**src/hdl/lga_pkg.sv**
```systemverilog
// package: attribute map, service codes and carrier types of the light grid attribute bank
package lga_pkg;

  // service codes
  localparam logic [7:0] SVC_GET = 8'h0e;
  localparam logic [7:0] SVC_SET = 8'h10;

  // attribute classes
  localparam logic [7:0] CLS_CONFIG = 8'h65;
  localparam logic [7:0] CLS_AUX    = 8'h66;

  // configuration class attributes
  localparam logic [7:0] ATTR_STANDBY_ENABLE    = 8'h05;
  localparam logic [7:0] ATTR_OFF_DELAY_OUTPUT1 = 8'h06;
  localparam logic [7:0] ATTR_OFF_DELAY_OUTPUT4 = 8'h09;
  localparam logic [7:0] ATTR_OFF_DELAY_SHARED  = 8'h0a;

  // auxiliary class attributes
  localparam logic [7:0] ATTR_ALIGN_AID_ENABLE  = 8'h01;
  localparam logic [7:0] ATTR_ALIGN_VALUES      = 8'h02;
  localparam logic [7:0] ATTR_LOCATOR_FLASH     = 8'h03;
  localparam logic [7:0] ATTR_TEACH_BUTTON_LOCK = 8'h04;
  localparam logic [7:0] ATTR_BEAM_NUMBERING    = 8'h05;
  localparam logic [7:0] ATTR_UPLOAD_TRIGGER    = 8'h06;
  localparam logic [7:0] ATTR_CLONE_STATE       = 8'h08;

  // answer status codes
  localparam logic [7:0] ST_SUCCESS       = 8'h00;
  localparam logic [7:0] ST_NO_SERVICE    = 8'h08;
  localparam logic [7:0] ST_BAD_VALUE     = 8'h09;
  localparam logic [7:0] ST_NOT_SETTABLE  = 8'h0e;
  localparam logic [7:0] ST_NO_ATTRIBUTE  = 8'h14;

  // reset values
  localparam logic        RST_BOOL  = 1'b0;
  localparam logic [15:0] RST_DELAY = 16'h0000;

  // field layout and limits
  localparam int          OUTPUTS       = 16;
  localparam int          OWN_DELAYS    = 4;
  localparam logic [7:0]  SIGNAL_FULL   = 8'h64;
  localparam logic [7:0]  BOOL_MAX      = 8'h01;

  // timing: switch-off delay counts in milliseconds
  localparam int DELAY_UNIT_NS = 1000000;
  localparam int CLOCK_NS      = 25;
  localparam int TICK_CYCLES   = DELAY_UNIT_NS / CLOCK_NS;
  localparam int FLASH_MS      = 250;

  typedef enum logic [7:0] {
    CLONE_LOCKED, CLONE_EMPTY, CLONE_VALID, CLONE_ACTIVE
  } lga_clone_state_t;

  typedef struct packed {
    logic        valid;
    logic [7:0]  service;
    logic [7:0]  cls;
    logic [7:0]  attr;
    logic [23:0] data;
  } lga_req_t;

  typedef struct packed {
    logic        valid;
    logic [7:0]  status;
    logic [23:0] data;
  } lga_rsp_t;

  typedef struct packed {
    logic [7:0] worst;
    logic [7:0] end_cap;
    logic [7:0] connector;
  } lga_align_t;

endpackage : lga_pkg

```
**src/hdl/lga_attr_bank.sv**
```systemverilog
// module: attribute bank with standby, switch-off delays, alignment, locator and upload
`timescale 1ns/100ps

module lga_attr_bank
  import lga_pkg::*;
#(
  parameter int TICK_CYCLES_P = TICK_CYCLES,
  parameter int BEAMS         = 16
) (
  input  wire logic             I_CLOCK,
  input  wire logic             I_RST_N,
  input  wire lga_req_t         I_REQ,
  output lga_rsp_t              O_RSP,
  input  wire logic [OUTPUTS-1:0] I_RAW_OUTPUTS,
  output logic [OUTPUTS-1:0]    O_SWITCH_OUTPUTS,
  output logic [OUTPUTS-1:0]    O_OUTPUT_STATE_WORD,
  output logic                  O_STANDBY,
  output logic                  O_ALIGN_AID,
  input  wire lga_align_t       I_ALIGN_VALUES,
  output logic [2:0]            O_RX_LEDS,
  input  wire logic             I_TEACH_BUTTON,
  output logic                  O_TEACH_PRESS,
  input  wire logic [BEAMS-1:0] I_BEAM_STATUS,
  output logic [BEAMS-1:0]      O_BEAM_STATUS,
  output logic                  O_NUMBERING_REVERSE,
  output logic                  O_UPLOAD_START,
  input  wire lga_clone_state_t I_CLONE_STATE
);

  localparam int FLASH_TICKS = FLASH_MS;

  // off delay that governs a given output
  function automatic logic [15:0] delay_for(input int idx,
                                            input logic [15:0] own [OWN_DELAYS],
                                            input logic [15:0] shared);
    delay_for = (idx < OWN_DELAYS) ? own[idx] : shared;
  endfunction : delay_for

  // percent byte limited to full scale
  function automatic logic [7:0] pct(input logic [7:0] v);
    pct = (v > SIGNAL_FULL) ? SIGNAL_FULL : v;
  endfunction : pct

  logic [15:0]         delay_own_q [OWN_DELAYS];
  logic [15:0]         delay_shared_q;
  logic                standby_q;
  logic                align_aid_q;
  logic                locator_q;
  logic                button_lock_q;
  logic                reverse_q;
  logic                upload_q;
  lga_align_t          align_q;
  lga_rsp_t            rsp_q;
  logic [15:0]         hold_cnt_q [OUTPUTS];
  logic [OUTPUTS-1:0]  out_q;
  logic [31:0]         tick_cnt_q;
  logic                tick;
  logic [15:0]         flash_cnt_q;
  logic [2:0]          leds_q;
  logic                button_prev_q;
  logic                press_q;
  logic                upload_start_q;
  logic [BEAMS-1:0]    beam_q;
  logic [OUTPUTS-1:0]  delayed_d;

  logic                is_get;
  logic                is_set;
  logic                hit_cfg;
  logic                hit_aux;
  logic                bool_ok;
  logic [7:0]          status_d;
  logic [23:0]         rdata_d;

  assign is_get  = I_REQ.valid && (I_REQ.service == SVC_GET);
  assign is_set  = I_REQ.valid && (I_REQ.service == SVC_SET);
  assign hit_cfg = I_REQ.cls == CLS_CONFIG;
  assign hit_aux = I_REQ.cls == CLS_AUX;
  assign bool_ok = I_REQ.data <= {16'h0000, BOOL_MAX};

  // answer decode: status and read data for the request in hand
  always_comb begin
    status_d = ST_NO_ATTRIBUTE;
    rdata_d  = '0;
    if (!is_get && !is_set) begin
      status_d = ST_NO_SERVICE;
    end else if (hit_cfg) begin
      if (I_REQ.attr == ATTR_STANDBY_ENABLE) begin
        status_d = (is_set && !bool_ok) ? ST_BAD_VALUE : ST_SUCCESS;
        rdata_d  = {23'h0, standby_q};
      end else if (I_REQ.attr >= ATTR_OFF_DELAY_OUTPUT1 &&
                   I_REQ.attr <= ATTR_OFF_DELAY_SHARED) begin
        status_d = ST_SUCCESS;
        if (I_REQ.attr == ATTR_OFF_DELAY_SHARED) begin
          rdata_d = {8'h00, delay_shared_q};
        end else begin
          rdata_d = {8'h00, delay_own_q[2'(I_REQ.attr - ATTR_OFF_DELAY_OUTPUT1)]};
        end
      end
    end else if (hit_aux) begin
      case (I_REQ.attr)
        ATTR_ALIGN_AID_ENABLE: begin
          status_d = (is_set && !bool_ok) ? ST_BAD_VALUE : ST_SUCCESS;
          rdata_d  = {23'h0, align_aid_q};
        end
        ATTR_ALIGN_VALUES: begin
          status_d = is_set ? ST_NOT_SETTABLE : ST_SUCCESS;
          rdata_d  = align_q;
        end
        ATTR_LOCATOR_FLASH: begin
          status_d = (is_set && !bool_ok) ? ST_BAD_VALUE : ST_SUCCESS;
          rdata_d  = {23'h0, locator_q};
        end
        ATTR_TEACH_BUTTON_LOCK: begin
          status_d = (is_set && !bool_ok) ? ST_BAD_VALUE : ST_SUCCESS;
          rdata_d  = {23'h0, button_lock_q};
        end
        ATTR_BEAM_NUMBERING: begin
          status_d = (is_set && !bool_ok) ? ST_BAD_VALUE : ST_SUCCESS;
          rdata_d  = {23'h0, reverse_q};
        end
        ATTR_UPLOAD_TRIGGER: begin
          status_d = (is_set && !bool_ok) ? ST_BAD_VALUE : ST_SUCCESS;
          rdata_d  = {23'h0, upload_q};
        end
        ATTR_CLONE_STATE: begin
          status_d = is_set ? ST_NOT_SETTABLE : ST_SUCCESS;
          rdata_d  = {16'h0000, 8'(I_CLONE_STATE)};
        end
        default: begin
          status_d = ST_NO_ATTRIBUTE;
          rdata_d  = '0;
        end
      endcase
    end
  end

  logic wr_ok;
  assign wr_ok = is_set && (status_d == ST_SUCCESS);

  // answer one cycle after each request
  always_ff @(posedge I_CLOCK) begin
    if (!I_RST_N) begin
      rsp_q <= '0;
    end else begin
      rsp_q.valid  <= I_REQ.valid;
      rsp_q.status <= status_d;
      rsp_q.data   <= is_get ? rdata_d : '0;
    end
  end

  // configuration class storage
  always_ff @(posedge I_CLOCK) begin
    if (!I_RST_N) begin
      standby_q      <= RST_BOOL;
      delay_shared_q <= RST_DELAY;
      for (int i = 0; i < OWN_DELAYS; i++) begin
        delay_own_q[i] <= RST_DELAY;
      end
    end else if (wr_ok && hit_cfg) begin
      if (I_REQ.attr == ATTR_STANDBY_ENABLE) begin
        standby_q <= I_REQ.data[0];
      end else if (I_REQ.attr == ATTR_OFF_DELAY_SHARED) begin
        delay_shared_q <= I_REQ.data[15:0];
      end else begin
        delay_own_q[2'(I_REQ.attr - ATTR_OFF_DELAY_OUTPUT1)] <= I_REQ.data[15:0];
      end
    end
  end

  // auxiliary class storage; reversed numbering off means beam one at connector
  always_ff @(posedge I_CLOCK) begin
    if (!I_RST_N) begin
      align_aid_q   <= RST_BOOL;
      locator_q     <= RST_BOOL;
      button_lock_q <= RST_BOOL;
      reverse_q     <= RST_BOOL;
      upload_q      <= RST_BOOL;
    end else if (wr_ok && hit_aux) begin
      case (I_REQ.attr)
        ATTR_ALIGN_AID_ENABLE:  align_aid_q   <= I_REQ.data[0];
        ATTR_LOCATOR_FLASH:     locator_q     <= I_REQ.data[0];
        ATTR_TEACH_BUTTON_LOCK: button_lock_q <= I_REQ.data[0];
        ATTR_BEAM_NUMBERING:    reverse_q     <= I_REQ.data[0];
        ATTR_UPLOAD_TRIGGER:    upload_q      <= I_REQ.data[0];
        default:                upload_q      <= upload_q;
      endcase
    end
  end

  // upload starts on the rising write only; rewriting 1 does nothing
  always_ff @(posedge I_CLOCK) begin
    if (!I_RST_N) begin
      upload_start_q <= 1'b0;
    end else begin
      upload_start_q <= wr_ok && hit_aux && (I_REQ.attr == ATTR_UPLOAD_TRIGGER) &&
                        I_REQ.data[0] && !upload_q;
    end
  end

  // signal record is refreshed only from the measurement side, never by a set
  always_ff @(posedge I_CLOCK) begin
    if (!I_RST_N) begin
      align_q <= '0;
    end else begin
      align_q.connector <= pct(I_ALIGN_VALUES.connector);
      align_q.end_cap   <= pct(I_ALIGN_VALUES.end_cap);
      align_q.worst     <= pct(I_ALIGN_VALUES.worst);
    end
  end

  // millisecond tick shared by the off delays and the locator flash
  assign tick = tick_cnt_q == 32'(TICK_CYCLES_P - 1);

  always_ff @(posedge I_CLOCK) begin
    if (!I_RST_N) begin
      tick_cnt_q <= '0;
    end else begin
      tick_cnt_q <= tick ? '0 : tick_cnt_q + 32'h1;
    end
  end

  // off delay: a falling output stays on for the configured milliseconds
  always_ff @(posedge I_CLOCK) begin
    if (!I_RST_N) begin
      for (int i = 0; i < OUTPUTS; i++) begin
        hold_cnt_q[i] <= '0;
      end
    end else begin
      for (int i = 0; i < OUTPUTS; i++) begin
        if (I_RAW_OUTPUTS[i]) begin
          hold_cnt_q[i] <= delay_for(i, delay_own_q, delay_shared_q);
        end else if (tick && hold_cnt_q[i] != '0) begin
          hold_cnt_q[i] <= hold_cnt_q[i] - 16'h1;
        end
      end
    end
  end

  always_comb begin
    for (int i = 0; i < OUTPUTS; i++) begin
      delayed_d[i] = I_RAW_OUTPUTS[i] || (hold_cnt_q[i] != '0);
    end
  end

  // standby freezes pins and state word alike; delays keep counting underneath
  always_ff @(posedge I_CLOCK) begin
    if (!I_RST_N) begin
      out_q <= '0;
    end else if (!standby_q) begin
      out_q <= delayed_d;
    end
  end

  // locator flash: all three leds together at a fixed blink rate
  always_ff @(posedge I_CLOCK) begin
    if (!I_RST_N) begin
      flash_cnt_q <= '0;
      leds_q      <= '0;
    end else if (!locator_q) begin
      flash_cnt_q <= '0;
      leds_q      <= '0;
    end else if (tick) begin
      if (flash_cnt_q == 16'(FLASH_TICKS - 1)) begin
        flash_cnt_q <= '0;
        leds_q      <= ~leds_q;
      end else begin
        flash_cnt_q <= flash_cnt_q + 16'h1;
      end
    end
  end

  // teach press pulse on the button's rising edge unless locked
  always_ff @(posedge I_CLOCK) begin
    if (!I_RST_N) begin
      button_prev_q <= 1'b0;
      press_q       <= 1'b0;
    end else begin
      button_prev_q <= I_TEACH_BUTTON;
      press_q       <= I_TEACH_BUTTON && !button_prev_q && !button_lock_q;
    end
  end

  // per-beam status mirrored when numbering starts at the head
  always_ff @(posedge I_CLOCK) begin
    if (!I_RST_N) begin
      beam_q <= '0;
    end else begin
      for (int b = 0; b < BEAMS; b++) begin
        beam_q[b] <= reverse_q ? I_BEAM_STATUS[BEAMS-1-b] : I_BEAM_STATUS[b];
      end
    end
  end

  assign O_RSP               = rsp_q;
  assign O_SWITCH_OUTPUTS    = out_q;
  assign O_OUTPUT_STATE_WORD = out_q;
  assign O_STANDBY           = standby_q;
  assign O_ALIGN_AID         = align_aid_q;
  assign O_RX_LEDS           = leds_q;
  assign O_TEACH_PRESS       = press_q;
  assign O_BEAM_STATUS       = beam_q;
  assign O_NUMBERING_REVERSE = reverse_q;
  assign O_UPLOAD_START      = upload_start_q;
endmodule : lga_attr_bank

```
**config.mk**
```make
export PLATFORM = sky130hd
export DESIGN_NAME = lga_attr_bank
export DESIGN_NICKNAME = d
export VERILOG_FILES = /design/src/hdl/lga_pkg.sv /design/src/hdl/lga_attr_bank.sv
export SDC_FILE = /design/constraint.sdc
export NUM_CORES = 1
export LEC_CHECK = 0
export BUFFER_PORTS_ARGS = -buffer_cell sky130_fd_sc_hd__buf_2
export CAP_MARGIN = 15
export CORE_MARGIN = 4
export CORE_UTILIZATION = 50
export CTS_BUF_LIST = sky130_fd_sc_hd__clkbuf_8
export CTS_CLUSTER_SIZE = 16
export DETAILED_ROUTE_END_ITERATION = 8
export PLACE_DENSITY = 0.71
export SLEW_MARGIN = 20
export SYNTH_ARGS = -nofsm -noshare
export SYNTH_HDL_FRONTEND = slang
export SYNTH_SLANG_ARGS = --single-unit
```
**constraint.sdc**
```tcl
create_clock -name I_CLOCK -period 3.2 [get_ports I_CLOCK]
set_clock_uncertainty 0.15 [all_clocks]
set_input_delay 0.16 -clock I_CLOCK [delete_from_list [all_inputs] [get_ports I_CLOCK]]
set_output_delay 0.16 -clock I_CLOCK [all_outputs]
set_load 0.02 [all_outputs]
```
==> results of run 1 <==
[worst min path at each step]
stage | slack [ns] | cells after the start | endpoint
final | 0.09 | 6 | O_RSP[26]$_SDFF_PN0_
after global routing | 0.12 | 3 | O_RSP[32]$_SDFF_PN0_
after CTS | 0.03 | 3 | O_RSP[32]$_SDFF_PN0_
after detailed placement | 0.23 | 2 | align_q[20]$_SDFF_PP0_
after global placement | 0.23 | 2 | O_RSP[32]$_SDFF_PN0_
after floorplan | 0.13 | 2 | align_q[13]$_SDFF_PN0_
[synthesized netlist by cell type (38+ instances only)]
master,number,area (sq um)
a21oi_1,68,340.3
nand2_1,328,1231
dfxtp_1,226,4524
edfxtp_1,256,7687
clkbuf_1,96,360.4
o21ai_0,79,395.4
xor2_1,80,700.7
o21ai_1,133,665.6
mux2i_1,152,1521
nor4_1,76,475.5
nor2_1,215,807.0
inv_1,43,161.4
or3_1,38,237.7
nand3_1,96,480.5
nor3_1,85,425.4
or4_1,38,285.3
xnor2_1,169,1480
[sequential cells by signal (all words and copies together) (netlist names), 3 cells and up]
name,cells
delay_own_q,64
align_q,24
tick_cnt_q,32
O_RSP,30
hold_cnt_q,256
O_BEAM_STATUS,16
O_RX_LEDS,3
O_OUTPUT_STATE_WORD,16
flash_cnt_q,16
delay_shared_q,16
[layer usage]
layer  vias to the layer above  GRT usage  share of wire
met5                         -          0        0.00017
met4                         2     0.1063          0.038
met3                       194    0.06268          0.088
met2                       981     0.4509           0.47
met1                     10470     0.3572           0.40
li1                      10190          -              -
[kinds of logic (layout without fill, tap and decap cells)]
| group | count (synthesis) | count (layout) |
|---|---|---|
| AND/OR/NAND/NOR | 1089 | 1089 |
| flip-flops | 482 | 482 |
| AO/OA/AOI/OAI | 396 | 396 |
| XOR/XNOR | 249 | 249 |
| buffers and inverters | 207 | 602 |
| multiplexers | 170 | 170 |
| adder cells (fa/ha/maj) | 35 | 35 |
| other | 1 | 6 |
[area by class of cell]
type / count / area, sq um
clock buffer: 94 / 1294
clock inverter: 55 / 356.6
fill: 4204 / 20140
inverter: 44 / 167.7
multi-input combinational: 1945 / 12510
sequential: 482 / 12210
tap: 672 / 840.8
timing repair buffer: 409 / 2950
[critical path: stages]
cell	delay (ns)
dlygate4sd3_1	0.54
buf_2	0.13
or4b_4	0.56
or3_1	0.48
nor3_1	0.27
dlygate4sd3_1	0.65
o2111ai_1	0.12
a21oi_1	0.16
dlygate4sd3_1	0.56
[power breakdown]
group	total (mW)	internal, mW	leakage, nW	switching [mW]
registers	6.84	6.68	4.69	0.163
clock network	5.62	2.95	0.958	2.67
logic	1.33	0.560	6.28	0.766
total	13.8	10.2	11.9	3.60
[repair_timing]
item	in CTS	in global routing
endpoints found under the setup margin	0	1
hold endpoints to repair	317	0
gates resized for setup	0	2
hold buffers	137	0
==> flow_metrics.tcl, run 1 <==
set metrics [dict create \
    yosys_warnings 0 \
    utilization 0.6010 \
    antenna_found_initial 2 \
    synth.distinct_cells 88 \
    globalplace.congestion 0.9202 \
    overflow 0 \
    tns_ns 0 \
    synth_top_flop_cell "edfxtp_1" \
    p_leak_nw 11.93 \
    initial_core_util 0.5085 \
    power_mw 13.79 \
    status "finished clean" \
    synth_xor_area_frac 0.08496 \
    root_buffer "clkbuf_8" \
    postSynthAreaPerCell_sq_um 9.764 \
    grt_pass1_wl_mm 119.0 \
    ys_async_sr_fraction 0 \
    synth_compound_area_frac 0.09393 \
    slew_headroom 0.2291 \
    ioPinCount 205 \
    whs_ns 0.09027 \
    period_needed_ns 3.157 \
    hold_violations 0 \
    grt_pass1_vias 21470 \
    drc_errors 0 \
    final_common_cell "nand2_1" \
    holdCritPathClass "in -> reg" \
    crit_fanout 5 \
    place_area_sq_um 27310 \
    critPathArrivalTime_ns 3.63 \
    synthMuxAreaShare 0.07419 \
    hpwl_mm 51.06 \
    n_antenna_cell 0 \
    peakVddDrop_mv 0.3496 \
    place_inst 3415 \
    cts.sinks 482 \
    final_antenna_net_count 0 \
    yosys.area_share.simple 0.2159 \
    synth_top_family_by_area "simple AND/OR/NAND/NOR gates" \
    wl_per_cell_microns 20.77 \
    drive_above_1_share 0.1519 \
    holdCritStartpoint "I_REQ[39]" \
    area_delta_synth_final_pct 18.18 \
    vias 21830 \
    drt-initial-drc-count 2132 \
    fin_nets 3113 \
    htree_levels 3 \
    setup.worst_path.start "I_REQ[47]" \
    cp.required_ns 3.68 \
    grt_max_degree 100 \
    max_cap_viol_count 0 \
    worstSetupPathType "in -> reg" \
    cp-start-kind "primary input" \
    layout_common_cells "nand2_1 (328), edfxtp_1 (256), dfxtp_1 (226)" \
    max_freq_mhz 316.7 \
    r2r_slack_ns 0.21 \
    reg2reg_to "hold_cnt_q[0][51]$_SDFFCE_PN0P_" \
    post-cts-setup-buffers 0 \
    end_kind "flip-flop" \
    wl_mm 76.86 \
    period_share 0.9867 \
    clk_latency_ns 0.69 \
    endpoint "O_NUMBERING_REVERSE$_SDFFE_PN0P_" \
    synth-adder-area-share 0.01706 \
    dieArea_sq_um 55030 \
    fin_ws_ns 0.04270 \
    synth_edf_count 256 \
    track_usage 0.2754 \
    cts_tree "done" \
    yosys_register_bits 482 \
    die_h_microns 234.6 \
    stdcell_area_sq_um 30340 \
    fin_cells 3701 \
    core_sq_um 50480 \
    power.density_nw_per_um2 454.6 \
    slew_viol_final 0 \
    rows 82 \
    dieWidth_microns 234.6 \
    first_pass_iters 6 \
    rsz0062_at_grt "no" \
    synthCells 2629 \
    setup_viol 0 \
    netlist_area_sq_um 25670 \
    clock_path_buffers 3 \
    tightest_slew_ns 1.155 \
    synth.yosys.seq_area_share 0.4757 \
    port_buffers 201 \
    clk_pin_slew_worst_paths_ns 0.06 \
    worst-r2r-cell-count 5 \
    worstReg2RegStart "hold_cnt_q[0][58]$_SDFFCE_PN0P_" \
    dp_worst_setup_slack_ns 0.2342 \
    viasPerCell 5.899 \
    cts_buffers 80 \
]
Power figures use the tool's default switching activity.
==> run 2, diff against run 1 <==
--- a/config.mk
+++ b/config.mk
@@ -7,12 +7,14 @@
 export LEC_CHECK = 0
 export BUFFER_PORTS_ARGS = -buffer_cell sky130_fd_sc_hd__buf_2
 export CAP_MARGIN = 15
+export CELL_PAD_IN_SITES_DETAIL_PLACEMENT = 1
+export CELL_PAD_IN_SITES_GLOBAL_PLACEMENT = 1
 export CORE_MARGIN = 4
-export CORE_UTILIZATION = 50
+export CORE_UTILIZATION = 44
 export CTS_BUF_LIST = sky130_fd_sc_hd__clkbuf_8
 export CTS_CLUSTER_SIZE = 16
 export DETAILED_ROUTE_END_ITERATION = 8
-export PLACE_DENSITY = 0.71
+export PLACE_DENSITY_LB_ADDON = 0.1
 export SLEW_MARGIN = 20
 export SYNTH_ARGS = -nofsm -noshare
 export SYNTH_HDL_FRONTEND = slang
==> constraint.sdc (replaced) <==
create_clock -name I_CLOCK -period 3.2 [get_ports I_CLOCK]
set_clock_uncertainty 0.15 [all_clocks]
set_input_delay 0.16 -clock I_CLOCK [delete_from_list [all_inputs] [get_ports I_CLOCK]]
set_output_delay 0.16 -clock I_CLOCK [all_outputs]
set_load 0.05 [all_outputs]
==> run 2 against run 1 <==
Effect of this change: via count is 0.56% higher; global-route usage is 0.29 points lower; final cell count is 3.3% higher; sequential power hardly changed; count of clock-buffer cells in the layout is 11 higher; die area is 13% higher; sequential share of layout area is 0.45 points lower; wire length is 14% higher; non-clock buffer count is 19 higher; setup slack worse by 0.0089 ns; first-iteration DRC count is 36% lower; cell area is 1.1% higher.
==> flow_metrics.tcl, run 2 (same netlist as run 1, synthesis figures left out) <==
set metrics [dict create \
    cts_tree "done" \
    drive_above_1_share 0.1568 \
    peakVddDrop_mv 0.3226 \
    critPathArrivalTime_ns 3.62 \
    cpPeakStageDelay_ns 0.60 \
    max_freq_mhz 315.8 \
    ioPinCount 205 \
    grt_util_met1 0.3568 \
    root_buffer "clkbuf_8" \
    layout_common_cells "nand2_1 (328), edfxtp_1 (256), dfxtp_1 (226)" \
    met2_usage 0.4654 \
    clock_path_buffers 3 \
    setup_viol 0 \
    period_share 0.9894 \
    cts.sinks 482 \
    critPathBufInv 4 \
    rows 88 \
    worstSetupPathType "in -> reg" \
    grt_pass1_wl_mm 134.6 \
    rsz0062_at_grt "yes" \
    power_mw 14.03 \
    final_antenna_net_count 0 \
    wl_per_cell_microns 22.94 \
    crit_fanout 5 \
    busiest_layer "met2" \
    power.density_nw_per_um2 457.3 \
    overflow 0 \
    reg_top3 "hold_cnt_q (256), delay_own_q (64), tick_cnt_q (32)" \
    stdcell_area_sq_um 30680 \
    antenna_found_initial 3 \
    max_cap_viol_count 0 \
    clk_latency_ns 0.68 \
    largest-register "hold_cnt_q" \
    grt_pass1_vias 23050 \
    tightest_slew_ns 1.040 \
    grtUsageMet3 0.04783 \
    htree_levels 3 \
    slew_headroom 0.3055 \
    track_usage 0.2725 \
    hold_violations 0 \
    end_kind "flip-flop" \
    cts_buffers 85 \
    hpwl_mm 58.94 \
    globalplace.congestion 0.8447 \
    tns_ns 0 \
    largest_reg_flops 256 \
    drc_errors 0 \
    place_area_sq_um 27570 \
    dieArea_sq_um 62270 \
    die_h_microns 249.5 \
    fill_cells 6547 \
    slew_viol_final 0 \
    setup.worst_path.start "I_REQ[46]" \
    crit_family "buffers and inverters" \
    holdCritPathClass "in -> reg" \
    drt-initial-drc-count 1372 \
    path_cells "dlygate4sd3_1 > buf_2 > or4b_4 > or3_1 > nor4_1 > dlygate4sd3_1 > nand4_1 > dlygate4sd3_1 > a21oi_1" \
    slowest_stage "dlygate4sd3_1" \
    holdCritStartpoint "I_REQ[41]" \
    port_buffers 201 \
    area_delta_synth_final_pct 19.53 \
    grt_max_degree 113 \
    fin_nets 3137 \
    cp.required_ns 3.66 \
    initial_core_util 0.4449 \
    multiInputGateArea_sq_um 12540 \
    critPathMostFrequentCell "dlygate4sd3_1" \
    dieWidth_microns 249.5 \
    first_pass_iters 5 \
    vias 21950 \
    p_leak_nw 12.09 \
    worstReg2RegStart "tick_cnt_q[0]$_SDFF_PP0_" \
    cp-start-kind "primary input" \
    period_needed_ns 3.166 \
    core_sq_um 57700 \
    final_common_cell "nand2_1" \
    status "finished clean" \
    register_area_sq_um 12210 \
    clk_pin_slew_worst_paths_ns 0.06 \
    viasPerCell 5.744 \
    wl_mm 87.68 \
]
[run 2: cell types whose count changed in the layout (fill, tap and decap cells not counted), moves of 3 or more]
cell      before  now
clkinv_8       3    0
buf_4         69   85
inv_1         71   85
inv_6          0    3
clkinv_1       7    3
clkbuf_8      94  105
clkinv_2      11    1
[run 2: path summary, 6_finish.rpt]
kind / end / slack, ns / cells past startpoint
max: locator_q$_SDFFE_PN0P_ / 0.03 / 9
min: O_RSP[26]$_SDFF_PN0_ / 0.08 / 6
max reg2reg: hold_cnt_q[0][37]$_SDFFCE_PN0P_ / 0.18 / 5
min reg2reg: O_RSP[17]$_SDFF_PP0_ / 0.28 / 1
[run 2: per-layer routing]
layer  share of wire  vias to the layer above
li1                -                    10210
met1            0.43                    10990
met2            0.48                      608
met3           0.062                      144
met4           0.027                        2
met5         0.00015                        -
[run 2: timing repair]
action / 4_1_cts / 5_1_grt
resized for setup: 0 / 6
hold buffers: 138 / 0
buffers inserted: 0 / 1
hold endpoints to repair: 337 / 0
setup endpoints to repair: 0 / 91
[run 2: layout make-up]
| cell class | instances | area share |
|---|---|---|
| antenna | 2 | 0.0001631 |
| sequential | 482 | 0.3980 |
| multi-input combinational | 1945 | 0.4086 |
| clock inverter | 51 | 0.007748 |
| tap | 765 | 0.03120 |
| inverter | 44 | 0.005465 |
| clock buffer | 105 | 0.04710 |
| timing repair buffer | 428 | 0.1017 |
[run 2: worst reg2reg max path, delay by kind of cell (launching register included)]
| family | cells | cell delay, ns |
|---|---|---|
| AOI/OAI and AO/OA | 1 | 0.25 |
| adders and majority gates | 1 | 0.30 |
| DFF | 1 | 0.42 |
| and+or+nand+nor | 3 | 1.76 |
[run 2: report_power, final]
part / internal, mW / switching, mW / total (mW)
combinational: 0.572 / 0.889 / 1.46
sequential: 6.68 / 0.165 / 6.85
clock: 3.03 / 2.69 / 5.72
[run 2: through the flow]
stage	hold slack, ns	utilization	cells	setup WS [ns]
after floorplan	0.1258	-	2634	0.2671
after global placement	0.2335	0.4778	3525	0.3033
after detailed placement	0.2386	0.4778	3525	0.1692
after CTS	0.003358	0.5309	3819	0.07535
after global routing	0.08691	0.5318	3822	-0.02465
final	0.07640	0.5318	3822	0.03380
==> run 3, diff against run 2 <==
--- a/config.mk
+++ b/config.mk
@@ -5,12 +5,13 @@
 export SDC_FILE = /design/constraint.sdc
 export NUM_CORES = 1
 export LEC_CHECK = 0
+export ABC_AREA = 1
 export BUFFER_PORTS_ARGS = -buffer_cell sky130_fd_sc_hd__buf_2
 export CAP_MARGIN = 15
 export CELL_PAD_IN_SITES_DETAIL_PLACEMENT = 1
 export CELL_PAD_IN_SITES_GLOBAL_PLACEMENT = 1
 export CORE_MARGIN = 4
-export CORE_UTILIZATION = 44
+export CORE_UTILIZATION = 42
 export CTS_BUF_LIST = sky130_fd_sc_hd__clkbuf_8
 export CTS_CLUSTER_SIZE = 16
 export DETAILED_ROUTE_END_ITERATION = 8
==> run 3 against run 2 <==
Effect of this change: sequential share of layout area decreased by 2.9 points; clock power is 9.3% higher; fmax grew 0.71%; worst hold slack gained 0.0071 ns; wire length increased by 12%; combinational power is 5% higher; register-to-register slack better by 0.11 ns; cell area increased by 7.7%; via count is 20% higher; critical path type unchanged.
==> flow_metrics.tcl, run 3 <==
set metrics [dict create \
    status "finished clean" \
    p_leak_nw 16.34 \
    ys_async_sr_fraction 0 \
    grt_max_degree 132 \
    largest-register "hold_cnt_q" \
    met2_usage 0.4710 \
    drive_above_1_share 0.1184 \
    grt_pass1_wl_mm 153.6 \
    wl_mm 98.27 \
    final_antenna_net_count 0 \
    fill_cells 8195 \
    grt_util_met1 0.3407 \
    hold_violations 0 \
    rsz0062_at_grt "yes" \
    max_freq_mhz 318.1 \
    path_cells "dlygate4sd3_1 > buf_2 > nor2_2 > dlygate4sd3_1 > nand2_1 > nor2_4 > nand2_2 > nand3_1 > a21oi_4 > nor2_8 > nand3_2 > buf_12 > nand2_1 > nand2_1 > nor2_1 > dlygate4sd3_1" \
    fin_nets 4175 \
    cts.sinks 482 \
    hpwl_mm 64.99 \
    setup_viol 0 \
    port_buffers 201 \
    largest_reg_flops 256 \
    grt_pass1_vias 27820 \
    yosys.area_share.simple 0.2592 \
    period_share 0.9824 \
    drc_errors 0 \
    synth.distinct_cells 53 \
    critPathArrivalTime_ns 3.63 \
    netlist_area_sq_um 27520 \
    cp-start-kind "primary input" \
    period_needed_ns 3.144 \
    synthCells 3641 \
    setup.worst_path.start "I_REQ[27]" \
    cts_buffers 89 \
    yosys_register_bits 482 \
    fin_ws_ns 0.05626 \
    die_h_microns 264.0 \
    peakVddDrop_mv 0.3069 \
    clock_path_buffers 3 \
    max_cap_viol_count 0 \
    crit_family "buffers and inverters" \
    rows 93 \
    clk_pin_slew_worst_paths_ns 0.06 \
    reg_top3 "hold_cnt_q (256), delay_own_q (64), tick_cnt_q (32)" \
    worstReg2RegStart "tick_cnt_q[0]$_SDFF_PP0_" \
    holdCritPathClass "in -> reg" \
    postSynthAreaPerCell_sq_um 7.558 \
    first_pass_iters 5 \
    htree_levels 3 \
    globalplace.congestion 0.8803 \
    cpPeakStageDelay_ns 0.61 \
    worstSetupPathType "in -> reg" \
    final_common_cell "nor2_1" \
    cts_tree "done" \
    busiest_layer "met2" \
    layout_common_cells "nor2_1 (606), nand2_1 (584), inv_1 (579)" \
    core_sq_um 64700 \
    critPathBufInv 5 \
    power_mw 14.61 \
    ioPinCount 205 \
    slowest_stage "dlygate4sd3_1" \
    synth_edf_count 256 \
    cp.required_ns 3.69 \
    vias 26320 \
    synth_compound_area_frac 0.1137 \
    overflow 0 \
    yosysMostFrequentCell "nor2_1" \
    synth.yosys.seq_area_share 0.4437 \
    area_delta_synth_final_pct 20.10 \
    dieWidth_microns 264.0 \
    root_buffer "clkbuf_8" \
    crit_fanout 32 \
    dp_worst_setup_slack_ns 0.2337 \
    dieArea_sq_um 69680 \
    synth_xor_area_frac 0.06811 \
    wl_per_cell_microns 19.83 \
    viasPerCell 5.312 \
    tightest_slew_ns 1.029 \
    initial_core_util 0.4254 \
    clk_latency_ns 0.70 \
    ys_top_cells_by_count "nor2_1 (611), nand2_1 (590), inv_1 (547), o21ai_0 (406), edfxtp_1 (256)" \
    power.density_nw_per_um2 442.2 \
    synth_top_family_by_area "simple AND/OR/NAND/NOR gates" \
    end_kind "flip-flop" \
    yosys-top-cells-area "edfxtp_1 (28%), dfxtp_1 (16%), nor2_1 (8.3%)" \
    track_usage 0.2736 \
    synth_top_area_frac 0.2793 \
    yosys_warnings 0 \
    holdCritStartpoint "I_RAW_OUTPUTS[11]" \
    yosys.area.top_type "edfxtp_1" \
    antenna_found_initial 5 \
    drt-initial-drc-count 1626 \
    synth_top_flop_cell "edfxtp_1" \
    slew_headroom 0.3139 \
    slew_viol_final 0 \
    synthMuxAreaShare 0 \
    synth-adder-area-share 0.01591 \
    grtUsageMet3 0.04405 \
]
run 3: report_power, final:
part	switching, mW	internal (mW)	total, mW	leakage, nW
clock network	2.89	3.35	6.25	1.08
logic	1.00	0.531	1.53	10.6
registers	0.151	6.68	6.83	4.68
total	4.05	10.6	14.6	16.3
run 3: cell type report:
cell class,instances,area [sq um],area share
Clock buffer,113,1555,0.04705
Multi-Input combinational cell,2467,12660,0.3832
Inverter,555,2088,0.06318
Sequential cell,482,12210,0.3695
Timing Repair Buffer,429,3157,0.09551
Antenna cell,3,7.507,0.0002271
Clock inverter,51,297.8,0.009010
Tap cell,855,1070,0.03237
run 3: tightest hold or removal path, stage by stage:
cell	delay, ns
dlygate4sd3_1	0.52
buf_2	0.11
o31ai_1	0.07
inv_1	0.05
run 3: final timing paths:
| kind | to | slack, ns | cells after the start |
|---|---|---|---|
| worst max-delay path | delay_own_q[42]$_SDFFE_PN0P_ | 0.06 | 16 |
| worst max register to register | hold_cnt_q[1][24]$_DFFE_PP_ | 0.29 | 12 |
| worst min register to register | O_TEACH_PRESS$_SDFF_PN0_ | 0.28 | 1 |
| worst min-delay path | O_OUTPUT_STATE_WORD[11]$_SDFFE_PN0N_ | 0.08 | 4 |
run 3: routing by layer:
metal | share of wire | routed length, microns
met5 | 0.00026 | 26
met4 | 0.042 | 4091
met3 | 0.053 | 5208
met2 | 0.48 | 47490
met1 | 0.42 | 41460
run 3: kinds of logic after synthesis:
logic type,Yosys count
xor+xnor,214
compound gates,577
other cells,1
flops,482
fa+ha+maj,35
buf+inv,698
simple gates,1634
run 3: repair_timing:
action,in CTS,in global routing
buffers inserted,0,8
endpoints found under the hold margin,388,0
hold buffers,157,0
setup endpoints to repair,0,51
gates resized for setup,0,23
run 3: per-stage QoR:
stage	instance area (sq um)	hold WS, ns	util	std cells	TNS [ns]
floorplan	27540	0.1076	-	3646	0
global placement	29480	0.2219	0.4556	4622	0
detailed placement	29480	0.2267	0.4556	4622	0
CTS	32900	0.02353	0.5086	4943	0
global route	33050	0.07466	0.5109	4955	-1.516
finish	33050	0.08352	0.5109	4955	0
